==> src/core/pwm_unit_pkg.sv <==
// Purpose: constants shared by the timer pwm output unit
// Assumes: AXI4-Lite register access, 32-bit data, one clock
// Notes: register byte address is four times the register index
`default_nettype none
package pwm_unit_pkg;
  // ***********************************************************
  // register indices and address layout
  // ***********************************************************
  localparam int ADDR_W = 12;
  localparam logic [9:0] IDX_CONTROL = 10'h0A0;
  localparam logic [9:0] IDX_COUNT = 10'h0A1;
  localparam logic [9:0] IDX_RELOAD = 10'h0A2;
  localparam logic [9:0] IDX_DUTY = 10'h0A3;
  localparam logic [9:0] IDX_STATUS = 10'h0A4;
  localparam logic [9:0] IDX_CHANNEL_SELECT = 10'h0AC;
  localparam logic [9:0] IDX_EXTENSION_SELECT = 10'h0DE;
  localparam int IDX_LSB = 2;

  // ***********************************************************
  // field positions
  // ***********************************************************
  localparam int CTL_OUT_EN = 0;
  localparam int CTL_ONE_PULSE = 1;
  localparam int CTL_RATE_LSB = 4;
  localparam int CTL_RATE_MSB = 6;
  localparam int CTL_TIMER_EN = 7;
  localparam int STS_FLAG = 0;
  localparam int STS_IRQ_EN = 1;
  localparam int STS_CLK_MODE = 2;
  localparam int CH_A = 0;
  localparam int CH_B = 1;

  // ***********************************************************
  // reset values and constants
  // ***********************************************************
  localparam logic [7:0] BYTE_ZERO = 8'h00;
  localparam logic [7:0] COUNT_MAX = 8'hFF;
  localparam logic [1:0] CH_ZERO = 2'h0;
  localparam logic [6:0] PRESCALE_FULL = 7'h7F;
  localparam logic [1:0] EXT_NONE = 2'h0;
  localparam logic [1:0] EXT_P1 = 2'h1;
  localparam logic [1:0] EXT_P13 = 2'h2;
  localparam logic [1:0] PHASE_LAST = 2'h3;
  localparam logic [1:0] RESP_OKAY = 2'h0;
  localparam logic [1:0] RESP_SLVERR = 2'h2;

  // ***********************************************************
  // timing: low oscillator derived from the bus clock
  // ***********************************************************
  localparam int CLK_HZ = 125000000;
  localparam int LOW_OSC_HZ = 32000;
  localparam int LOW_OSC_DIV = CLK_HZ / LOW_OSC_HZ;
  localparam int LOW_DIV_W = 12;
endpackage
`default_nettype wire

==> src/core/timer_pwm_output_unit.sv <==
// Purpose: 8-bit auto-reload timer driving a two-pin pwm output stage
// Assumes: aclk is the high oscillator; low oscillator is an enable pulse
// Notes: registers reached over AXI4-Lite
//
// Behaviour
// - pwm on pin needs timer, output enable, select
// - disabling returns pins to gpio immediately
// - each period starts high, ends low
// - counter loads reload on enable and overflow
// - counter equals duty ends the high phase
// - overflow ends period, output goes high
// - period and duty changes apply next period
// - select bit0 pin a, bit1 pin b
// - no select bits keeps both pins gpio
// - duty not above reload keeps output low
// - overflow sets flag, irq if enabled
// - one pulse clears output enable after period
// - one pulse pin returns after low portion
// - extension ignored in one pulse mode
// - extension field picks compensated phases
// - four timer periods form one extended cycle
// - extension change waits for four-phase end
// - timer re-enable resets phase counter
// - pin switches to pwm after first tick, one pulse at enable edge or overflow
// - both pins carry identical waveform
// - clock mode and prescaler divide source clock
// - hardware sets flag, software clears it
//
// Our own choice: the AXI4-Lite register port.
`default_nettype none
module timer_pwm_output_unit
  import pwm_unit_pkg::*;
(
  input wire logic aclk,
  input wire logic aresetn,
  input wire logic [ADDR_W-1:0] s_axi_awaddr,
  input wire logic s_axi_awvalid,
  output logic s_axi_awready,
  input wire logic [31:0] s_axi_wdata,
  input wire logic [3:0] s_axi_wstrb,
  input wire logic s_axi_wvalid,
  output logic s_axi_wready,
  output logic [1:0] s_axi_bresp,
  output logic s_axi_bvalid,
  input wire logic s_axi_bready,
  input wire logic [ADDR_W-1:0] s_axi_araddr,
  input wire logic s_axi_arvalid,
  output logic s_axi_arready,
  output logic [31:0] s_axi_rdata,
  output logic [1:0] s_axi_rresp,
  output logic s_axi_rvalid,
  input wire logic s_axi_rready,
  input wire logic [1:0] gpio_out,
  input wire logic [1:0] gpio_oe,
  output logic [1:0] pin_out,
  output logic [1:0] pin_oe,
  output logic irq_request
);

  // ***********************************************************
  // helpers
  // ***********************************************************
  function automatic logic phase_compensated(input logic [1:0] ext, input logic [1:0] phase);
    case (ext)
      EXT_NONE: phase_compensated = 1'b0;
      EXT_P1: phase_compensated = (phase == 2'h1);
      EXT_P13: phase_compensated = (phase == 2'h1) || (phase == PHASE_LAST);
      default: phase_compensated = (phase != 2'h0);
    endcase
  endfunction

  function automatic logic [9:0] reg_index(input logic [ADDR_W-1:0] addr);
    reg_index = addr[IDX_LSB +: 10];
  endfunction

  // true for every index that holds a register
  function automatic logic is_mapped(input logic [9:0] idx);
    case (idx)
      IDX_CONTROL, IDX_COUNT, IDX_RELOAD, IDX_DUTY, IDX_STATUS, IDX_CHANNEL_SELECT,
      IDX_EXTENSION_SELECT: is_mapped = 1'b1;
      default: is_mapped = 1'b0;
    endcase
  endfunction

  // ***********************************************************
  // state
  // ***********************************************************
  logic timer_en_reg, out_en_reg, one_pulse_reg, clk_mode_reg, irq_en_reg, flag_reg;
  logic [2:0] rate_reg;
  logic [7:0] count_reg, reload_reg, duty_reg, reload_act_reg, duty_act_reg;
  logic [1:0] chan_reg, ext_reg, ext_act_reg, phase_reg;
  logic timer_en_q_reg, pwm_level_reg, live_reg;
  logic [6:0] pre_reg;
  logic [LOW_DIV_W-1:0] low_div_reg;
  logic aw_full_reg, w_full_reg;
  logic [ADDR_W-1:0] aw_addr_reg;
  logic [31:0] w_data_reg;
  logic [3:0] w_strb_reg;

  // ***********************************************************
  // AXI4-Lite write path
  // ***********************************************************
  wire aw_take = s_axi_awvalid && s_axi_awready;
  wire w_take = s_axi_wvalid && s_axi_wready;
  wire b_take = s_axi_bvalid && s_axi_bready;
  // a write lands once both halves are held and no response waits
  wire wr_do = aw_full_reg && w_full_reg && !s_axi_bvalid;
  wire aw_full_next = (aw_full_reg || aw_take) && !wr_do;
  wire w_full_next = (w_full_reg || w_take) && !wr_do;
  wire bvalid_next = wr_do || (s_axi_bvalid && !b_take);
  wire [9:0] wr_idx = reg_index(aw_addr_reg);
  wire wr_lane = wr_do && w_strb_reg[0];
  wire [7:0] wr_byte = w_data_reg[7:0];
  wire wr_ctl = wr_lane && (wr_idx == IDX_CONTROL);
  wire wr_cnt = wr_lane && (wr_idx == IDX_COUNT);
  wire wr_rld = wr_lane && (wr_idx == IDX_RELOAD);
  wire wr_dty = wr_lane && (wr_idx == IDX_DUTY);
  wire wr_sts = wr_lane && (wr_idx == IDX_STATUS);
  wire wr_chn = wr_lane && (wr_idx == IDX_CHANNEL_SELECT);
  wire wr_ext = wr_lane && (wr_idx == IDX_EXTENSION_SELECT);
  wire wr_hit = is_mapped(wr_idx);

  always_ff @(posedge aclk) begin
    if (!aresetn) begin
      aw_full_reg <= 1'b0;
      w_full_reg <= 1'b0;
      aw_addr_reg <= '0;
      w_data_reg <= '0;
      w_strb_reg <= '0;
      s_axi_awready <= 1'b0;
      s_axi_wready <= 1'b0;
      s_axi_bvalid <= 1'b0;
      s_axi_bresp <= RESP_OKAY;
    end else begin
      aw_full_reg <= aw_full_next;
      w_full_reg <= w_full_next;
      if (aw_take) begin
        aw_addr_reg <= s_axi_awaddr;
      end
      if (w_take) begin
        w_data_reg <= s_axi_wdata;
        w_strb_reg <= s_axi_wstrb;
      end
      // no new address while a response is pending
      s_axi_awready <= !aw_full_next && !aw_take && !bvalid_next;
      s_axi_wready <= !w_full_next && !w_take;
      s_axi_bvalid <= bvalid_next;
      if (wr_do) begin
        s_axi_bresp <= wr_hit ? RESP_OKAY : RESP_SLVERR;
      end
    end
  end

  // ***********************************************************
  // AXI4-Lite read path
  // ***********************************************************
  wire ar_take = s_axi_arvalid && s_axi_arready;
  wire r_take = s_axi_rvalid && s_axi_rready;
  wire [9:0] rd_idx = reg_index(s_axi_araddr);
  logic [7:0] rd_byte;
  logic rd_hit;
  always_comb begin
    rd_byte = BYTE_ZERO;
    rd_hit = 1'b1;
    case (rd_idx)
      IDX_CONTROL: rd_byte = {timer_en_reg, rate_reg, 2'b00, one_pulse_reg, out_en_reg};
      IDX_COUNT: rd_byte = count_reg;
      IDX_RELOAD: rd_byte = BYTE_ZERO;
      IDX_DUTY: rd_byte = duty_reg;
      IDX_STATUS: rd_byte = {5'b00000, clk_mode_reg, irq_en_reg, flag_reg};
      IDX_CHANNEL_SELECT: rd_byte = {6'b000000, chan_reg};
      IDX_EXTENSION_SELECT: rd_byte = {6'b000000, ext_reg};
      default: rd_hit = 1'b0;
    endcase
  end

  always_ff @(posedge aclk) begin
    if (!aresetn) begin
      s_axi_arready <= 1'b0;
      s_axi_rvalid <= 1'b0;
      s_axi_rdata <= '0;
      s_axi_rresp <= RESP_OKAY;
    end else begin
      s_axi_arready <= !(s_axi_rvalid && !r_take) && !ar_take;
      if (ar_take) begin
        s_axi_rvalid <= 1'b1;
        s_axi_rdata <= {24'h000000, rd_byte};
        s_axi_rresp <= rd_hit ? RESP_OKAY : RESP_SLVERR;
      end else if (r_take) begin
        s_axi_rvalid <= 1'b0;
      end
    end
  end

  // ***********************************************************
  // timer clock: source select and prescaler
  // ***********************************************************
  wire low_tick = (low_div_reg == LOW_DIV_W'(LOW_OSC_DIV - 1));
  wire src_tick = clk_mode_reg ? low_tick : 1'b1;
  wire [6:0] pre_mask = PRESCALE_FULL >> rate_reg;
  wire tick = timer_en_reg && src_tick && ((pre_reg & pre_mask) == pre_mask);

  // ***********************************************************
  // counter, reload and pwm phase logic
  // ***********************************************************
  wire en_rise = timer_en_reg && !timer_en_q_reg;
  // the enable edge reloads, so no overflow is counted there
  wire overflow = tick && !en_rise && (count_reg == COUNT_MAX);
  wire [7:0] count_inc = count_reg + 8'h01;
  wire phase_wrap = (phase_reg == PHASE_LAST);
  wire [1:0] ext_use = one_pulse_reg ? EXT_NONE : ext_act_reg;
  wire [1:0] phase_new = phase_reg + 2'h1;
  wire [1:0] ext_new = phase_wrap ? ext_reg : ext_act_reg;
  wire stretch = phase_compensated(ext_use, phase_reg) && (duty_act_reg != COUNT_MAX);
  wire [7:0] duty_end = stretch ? duty_act_reg + 8'h01 : duty_act_reg;
  wire pulse_done = overflow && one_pulse_reg && out_en_reg && live_reg;
  wire pwm_run = timer_en_reg && out_en_reg;

  always_ff @(posedge aclk) begin
    if (!aresetn) begin
      low_div_reg <= '0;
      pre_reg <= '0;
      timer_en_q_reg <= 1'b0;
    end else begin
      low_div_reg <= low_tick ? '0 : low_div_reg + LOW_DIV_W'(1);
      if (src_tick) begin
        pre_reg <= pre_reg + 7'h01;
      end
      timer_en_q_reg <= timer_en_reg;
    end
  end

  always_ff @(posedge aclk) begin
    if (!aresetn) begin
      count_reg <= BYTE_ZERO;
      reload_act_reg <= BYTE_ZERO;
      duty_act_reg <= BYTE_ZERO;
      ext_act_reg <= EXT_NONE;
      phase_reg <= 2'h0;
      pwm_level_reg <= 1'b0;
    end else if (en_rise) begin
      count_reg <= reload_reg;
      reload_act_reg <= reload_reg;
      duty_act_reg <= duty_reg;
      ext_act_reg <= ext_reg;
      phase_reg <= 2'h0;
      pwm_level_reg <= (duty_reg > reload_reg);
    end else if (wr_cnt) begin
      count_reg <= wr_byte;
    end else if (overflow) begin
      count_reg <= reload_reg;
      reload_act_reg <= reload_reg;
      duty_act_reg <= duty_reg;
      phase_reg <= phase_new;
      ext_act_reg <= ext_new;
      // the next period restarts high unless the duty is not above the reload
      pwm_level_reg <= (duty_reg > reload_reg);
    end else if (tick) begin
      count_reg <= count_inc;
      if (count_inc == duty_end) begin
        pwm_level_reg <= 1'b0;
      end
    end
  end

  // ***********************************************************
  // software registers and flags
  // ***********************************************************
  always_ff @(posedge aclk) begin
    if (!aresetn) begin
      timer_en_reg <= 1'b0;
      out_en_reg <= 1'b0;
      one_pulse_reg <= 1'b0;
      rate_reg <= 3'h0;
      clk_mode_reg <= 1'b0;
      irq_en_reg <= 1'b0;
      flag_reg <= 1'b0;
      reload_reg <= BYTE_ZERO;
      duty_reg <= BYTE_ZERO;
      chan_reg <= CH_ZERO;
      ext_reg <= EXT_NONE;
    end else begin
      if (wr_ctl) begin
        timer_en_reg <= wr_byte[CTL_TIMER_EN];
        rate_reg <= wr_byte[CTL_RATE_MSB:CTL_RATE_LSB];
        one_pulse_reg <= wr_byte[CTL_ONE_PULSE];
        out_en_reg <= wr_byte[CTL_OUT_EN];
      end else if (pulse_done) begin
        out_en_reg <= 1'b0;
      end
      if (overflow) begin
        flag_reg <= 1'b1;
      end else if (wr_sts && wr_byte[STS_FLAG]) begin
        flag_reg <= 1'b0;
      end
      if (wr_sts) begin
        irq_en_reg <= wr_byte[STS_IRQ_EN];
        clk_mode_reg <= wr_byte[STS_CLK_MODE];
      end
      if (wr_rld) begin
        reload_reg <= wr_byte;
      end
      if (wr_dty) begin
        duty_reg <= wr_byte;
      end
      if (wr_chn) begin
        chan_reg <= wr_byte[1:0];
      end
      if (wr_ext) begin
        ext_reg <= wr_byte[1:0];
      end
    end
  end

  // ***********************************************************
  // pin multiplexer
  // ***********************************************************
  // continuous pwm goes live at the first tick after arming
  // a single pulse waits for a period start so it is never cut short
  wire start_ok = one_pulse_reg ? (en_rise || overflow) : tick;
  wire live_next = pwm_run && (live_reg || start_ok) && !pulse_done;
  // a pin follows only once live has stood a cycle, so a stale level never shows
  wire [1:0] route = (live_reg && live_next) ? chan_reg : CH_ZERO;

  always_ff @(posedge aclk) begin
    if (!aresetn) begin
      live_reg <= 1'b0;
      pin_out <= CH_ZERO;
      pin_oe <= CH_ZERO;
      irq_request <= 1'b0;
    end else begin
      live_reg <= live_next;
      pin_out[CH_A] <= route[CH_A] ? pwm_level_reg : gpio_out[CH_A];
      pin_out[CH_B] <= route[CH_B] ? pwm_level_reg : gpio_out[CH_B];
      pin_oe[CH_A] <= route[CH_A] | gpio_oe[CH_A];
      pin_oe[CH_B] <= route[CH_B] | gpio_oe[CH_B];
      irq_request <= (flag_reg || overflow) && irq_en_reg;
    end
  end

endmodule
`default_nettype wire

==> config.mk <==
export PLATFORM = sky130hd
export DESIGN_NAME = timer_pwm_output_unit
export DESIGN_NICKNAME = d
export VERILOG_FILES = /design/src/core/pwm_unit_pkg.sv /design/src/core/timer_pwm_output_unit.sv
export SDC_FILE = /design/constraint.sdc
export NUM_CORES = 1
export LEC_CHECK = 0
export BUFFER_PORTS_ARGS = -buffer_cell sky130_fd_sc_hd__clkbuf_2
export CELL_PAD_IN_SITES_DETAIL_PLACEMENT = 0
export CELL_PAD_IN_SITES_GLOBAL_PLACEMENT = 2
export CORE_MARGIN = 3
export CORE_UTILIZATION = 30
export CTS_BUF_LIST = sky130_fd_sc_hd__clkbuf_4 sky130_fd_sc_hd__clkbuf_8 sky130_fd_sc_hd__clkbuf_16
export CTS_CLUSTER_SIZE = 24
export DETAILED_ROUTE_END_ITERATION = 16
export PLACE_DENSITY_LB_ADDON = 0.05
export SLEW_MARGIN = 20
export SYNTH_ARGS = -nofsm -noshare
export SYNTH_HDL_FRONTEND = slang
export SYNTH_SLANG_ARGS = --single-unit
==> constraint.sdc <==
create_clock -name aclk -period 2.2 [get_ports aclk]
set_clock_uncertainty 0.05 [all_clocks]
set_input_delay 0.11 -clock aclk [delete_from_list [all_inputs] [get_ports aclk]]
set_output_delay 0.11 -clock aclk [all_outputs]
set_load 0.02 [all_outputs]
==> run metrics, run 1 <==
worst-path fanout max=4; Final ANT Viol Nets=0; Worst Tran Pin Value=0.579 ns; layout cell share with drive strength beyond 1=22.9%; Die ar.=21,400 um^2; I/O Pins=117; minimum clock period=2.29 ns; routability cong.=0.808; Worst Path Buf+Inv=1; Setup TNS Final=-0.0860 ns; CP Launch Type=flip-flop; most common cell after layout, fill and taps aside=dfxtp_1; worst hold-check path type=in2reg; CTS tree=built; kind of critical path=reg2reg; initial DRC count=227; synth unique cells=61; initial antenna violation count=0; pin count of the biggest net entering global routing=62; sequential area share after synthesis=38.0%; count of flip-flops with a built-in enable after synthesis=0; via count=5,136; Yosys warnings=0; GRT Residual Overflow=0; R2R setup slack=-0.09 ns; hold path startpoint=s_axi_araddr[2]; Die Span Y=146 um; Total Wirelength=16,800 um; Avg Inst Size Synth=8.51 um^2; Max stage delay on crit path=0.56 ns; Detailed Place HPWL=12,700 um; FF+latch count, synth=112; Initial Util=31.1%; # port buffers=59; Worst-path clk slew=0.08 ns; Reg-to-Reg End=pwm_level_reg; Core ar.=19,000 um^2; commonest cells after routing, fill and taps aside=dfxtp_1, nand2_1, buf_4; vias in the first global route=5,027; Post-synth top flop=dfxtp_1; n_diodes=0; hold depth=3; Setup WS post-layout=-0.0860 ns; Max Clk Rate=437 MHz; Layout area overhead=29.7%; Multi-input gate area=3450 um^2; clock root buffer=clkbuf_16; # Max-Cap Violations=0; synthesized area=5910 um^2; Pleak=3.11 nW; Largest register FFs=12; Crit path max-delay family=compound AO/OA/AOI/OAI gates; Slowest cell on crit path=or4_4; status=finished with violations; worst reg2reg path depth=7; total track usage=15.4%; DR DRC count=0; row count=50; Worst Path Required=2.38 ns; DR vias/cell=4.62; crit end category=flip-flop; crit-path cells=buf_4, ha_4, o21ai_1, a2111o_1, or4_4, a2111oi_4, a31oi_1; Slew headroom=61.1%; NumNets Final=933; Cells after Synth=694; power density over the cells=544 nW/um^2; worst r2r src=phase_reg[0]; CP startpoint=phase_reg[0]; Max IR drop VDD=333 uV; Finish-stage setup viols=1; CTS buffer count=9; Hold Vio Cnt, Final=0; Filler Cells Inserted=2,011; Layout Utilization=40.3%; CTS Buffer Depth=2; first-pass GRT wire length=26,400 um; Register Area=2250 um^2; CTS sink cnt=112; Final period util=104%; Die W=146 um; H-tree depth=3; RSZ-0062 raised after global routing=true; clock latency on the worst-skew pair=0.36 ns; Pre-Repair DR Iteration Count=4; max-slew violations=0; failing checks=setup timing; Worst Hold End=s_axi_rresp[1]; Post-synth ARST share=0%; crit path DAT=2.47 ns; wire per inst=15.1 um
## worst register-to-register path, cell delays in order, from the launching register on
cell	delay, ns
dfxtp_2	0.34
buf_4	0.12
ha_4	0.12
o21ai_1	0.06
a2111o_1	0.49
or4_4	0.56
a2111oi_4	0.32
a31oi_1	0.11
## synth_stat cells (3+ instances only)
cell	instances	share of area [%]
dfxtp_1	112	38
nand2_1	95	6.0
mux2i_1	50	8.5
nor2b_1	44	4.7
nor2_1	43	2.7
o21ai_0	31	2.6
a21boi_0	28	3.6
buf_4	26	3.3
inv_1	25	1.6
clkbuf_1	22	1.4
nand3_1	20	1.7
a21oi_1	18	1.5
xnor2_1	17	2.5
ha_1	16	3.4
xor2_1	14	2.1
and2_1	13	1.4
nand4_1	12	1.3
nor3_1	11	0.93
and3_1	10	1.1
a31oi_1	7	0.74
a22oi_1	6	0.76
nand2b_1	6	0.64
o211a_1	6	1.0
nor3b_1	5	0.64
buf_6	3	0.57
nand4b_1	3	0.44
o211ai_1	3	0.38
o21ai_1	3	0.25
o31ai_1	3	0.38
## worst max-delay path by stage
stage,to,slack [ns],cells after the start
6_report,pwm_level_reg,-0.09,7
5_1_grt,pwm_level_reg,-0.15,9
4_1_cts,pwm_level_reg,-0.14,7
3_5_place_dp,pwm_level_reg,-0.16,7
3_3_place_gp,pwm_level_reg,-0.08,7
2_1_floorplan,pwm_level_reg,0.01,7
## cell type report
cell class	count	share of cell area, %
sequential	112	29.4
inverter	25	1.23
timing repair buffer	170	16.2
clock inverter	6	0.996
multi-input combinational	528	45.0
clock buffer	10	3.04
tap	260	4.25
## power by group
group          switching [mW]  internal, mW  total, mW  leakage, nW
clock network           0.809         0.916       1.73        0.153
logic                   0.184         0.150      0.334         2.05
registers              0.0380          2.07       2.11        0.911
## layer usage
layer	track usage [%]	part of all wire, %	wire length (um)
met4	4.37	1.7	288
met5	0	0	0
met1	21.6	51	8620
met2	24.4	44	7360
met3	2.61	2.9	485
## what timing repair did
item                                   4_1_cts  5_1_grt
endpoints found under the hold margin       25        0
cloned                                       0        1
gates resized for setup                     12       16
setup endpoints to repair                    1       17
buffers inserted                             5        4
hold buffers                                25        0
pin swaps                                    5       11
## per-stage QoR
stage	setup slack [ns]	hold slack, ns	power, mW	cell area (um^2)	instances
floorplan	0.0133	0.199	2.37	6010	719
global placement	-0.0843	0.295	2.45	6900	1060
detailed placement	-0.155	0.304	2.46	6900	1060
CTS	-0.139	0.0574	4.25	7540	1106
global route	-0.155	0.0817	4.35	7660	1111
finish	-0.0860	0.0753	4.17	7660	1111
## kinds of logic after synthesis
| kind of cell | Yosys count | share of synthesized area, % |
|---|---|---|
| other cells | 1 | 0.0635 |
| xor+xnor | 31 | 4.60 |
| simple gates | 275 | 23.3 |
| fa+ha+maj | 16 | 3.39 |
| mux | 51 | 8.67 |
| flops | 112 | 38.0 |
| buf+inv | 79 | 7.10 |
| compound gates | 129 | 14.9 |
No activity file was read; power rests on OpenSTA's default activity.
==> inputs of run 2 (changes only) <==
--- a/config.mk
+++ b/config.mk
@@ -6,7 +6,7 @@
 export NUM_CORES = 1
 export LEC_CHECK = 0
 export BUFFER_PORTS_ARGS = -buffer_cell sky130_fd_sc_hd__clkbuf_2
-export CELL_PAD_IN_SITES_DETAIL_PLACEMENT = 0
+export CELL_PAD_IN_SITES_DETAIL_PLACEMENT = 1
 export CELL_PAD_IN_SITES_GLOBAL_PLACEMENT = 2
 export CORE_MARGIN = 3
 export CORE_UTILIZATION = 30
==> run metrics, run 2 (synthesized netlist as in run 1, its figures left out) <==
failing checks=setup timing; initial DRC count=185 (-19%); commonest cells after routing, fill and taps aside=dfxtp_1, nand2_1, buf_4; status=finished with violations; Pre-Repair DR Iteration Count=4 (unchanged); Setup WS post-layout=-0.0940 ns (-0.00791 ns); # Max-Cap Violations=0 (unchanged); total track usage=16.9% (+1.5 points); CTS tree=built; Worst Path Required=2.39 ns (about the same); minimum clock period=2.29 ns (+0.00791 ns); Setup TNS Final=-0.0940 ns (-0.00791 ns); Detailed Place HPWL=13,600 um (+7.1%); Largest register FFs=12 (unchanged); CTS sink cnt=112 (unchanged); first-pass GRT wire length=29,300 um (+11%); Worst-path clk slew=0.08 ns (about the same); max-slew violations=0 (unchanged); Final period util=104% (+0.36 points); Die W=146 um (unchanged); worst-path fanout max=4 (unchanged); Max Clk Rate=436 MHz (-0.34%); CTS buffer count=9 (unchanged); CTS Buffer Depth=2 (unchanged); Final ANT Viol Nets=0 (unchanged); Layout Cells excl Fill=1,111 (unchanged); vias in the first global route=5,570 (+11%); Die ar.=21,400 um^2 (unchanged); Max IR drop VDD=443 uV (+33%); Filler Cells Inserted=2,301 (+14%); Layout Utilization=40.6% (+0.36 points); DP Area=6900 um^2 (unchanged); Register Area=2250 um^2 (+0.11%); row count=50 (unchanged); Slew headroom=57.4% (-3.7 points); clock root buffer=clkbuf_16; I/O Pins=117 (unchanged); DR DRC count=0 (unchanged); crit path DAT=2.48 ns (about the same); Worst Tran Pin Value=0.632 ns (+0.0530 ns); Initial Util=31.1% (unchanged); placed instance count=1,060 (unchanged); most common cell after layout, fill and taps aside=dfxtp_1; crit end category=flip-flop; GRT Residual Overflow=0 (unchanged); via count=5,267 (+2.6%); kind of critical path=reg2reg; Finish-stage setup viols=1 (unchanged); H-tree depth=3 (unchanged); # port buffers=59 (unchanged); RSZ-0062 raised after global routing=true; Power Total=4.20 mW (+0.90%); DR vias/cell=4.74 (+2.6%); Layout area overhead=30.8%; clock latency on the worst-skew pair=0.37 ns (about the same); pre-CTS setup slack=-0.173 ns (-0.0173 ns); wire per inst=16.2 um (+7.6%); routability cong.=0.808 (unchanged); initial antenna violation count=0 (unchanged); layout cell share with drive strength beyond 1=23.1% (+0.24 points); NumNets Final=933 (unchanged); n_diodes=0 (unchanged); Multi-input gate area=3490 um^2 (+1.2%); Finished Cell Area=7730 um^2 (+0.88%); pin count of the biggest net entering global routing=62 (unchanged); power density over the cells=544 nW/um^2 (about the same); Die Span Y=146 um (unchanged); CP Launch Type=flip-flop; Core ar.=19,000 um^2 (unchanged); Hold Vio Cnt, Final=0 (unchanged); Pleak=3.11 nW (about the same); worst hold-check path type=in2reg; Total Wirelength=18,000 um (+7.6%); worst hold margin=0.0177 ns (-0.0576 ns)
==> run 2: critical path, cell delays in order, from the launching register on <==
cell and delay, ns:
dfxtp_4 0.38, buf_6 0.10, ha_4 0.12, o21ai_2 0.05
a2111o_1 0.50, or4_4 0.56, a2111oi_4 0.30, a31oi_1 0.11
==> run 2: where the power goes <==
group          switching [mW]  internal (mW)  total [mW]  leakage, nW
Sequential             0.0378           2.07        2.10        0.910
Clock                   0.840          0.924        1.76        0.152
Combinational           0.187          0.148       0.335         2.05
Total                    1.06           3.14        4.20         3.11
==> run 2: metal layers <==
metal  GRT usage, %  wire (um)
met5              0          0
met4           4.42        316
met3           3.32        484
met2           28.1       8440
met1           22.7       8780
==> run 2: timing repair <==
action | 4_1_cts | 5_1_grt
gates cloned | 0 | 1
endpoints found under the setup margin | 2 | 25
endpoints found under the hold margin | 24 | 0
pin swaps | 5 | 18
gates resized for setup | 14 | 29
buffers inserted | 3 | 7
hold buffers | 24 | 0
==> run 2: layout make-up <==
type / instances / area share, %
Timing Repair Buffer: 170 / 16.2
Clock buffer: 10 / 3.01
Clock inverter: 6 / 1.07
Multi-Input combinational cell: 528 / 45.1
Tap cell: 260 / 4.21
Sequential cell: 112 / 29.1
Inverter: 25 / 1.28
==> run 2: worst paths after layout <==
check,from,to,slack (ns),cells past startpoint
worst max-delay path,phase_reg[0],pwm_level_reg,-0.09,7
worst min-delay path,s_axi_rready,s_axi_rvalid,0.02,3
worst max register to register,phase_reg[0],pwm_level_reg,-0.09,7
worst min register to register,aw_addr_reg[9],aw_addr_reg[9],0.42,2
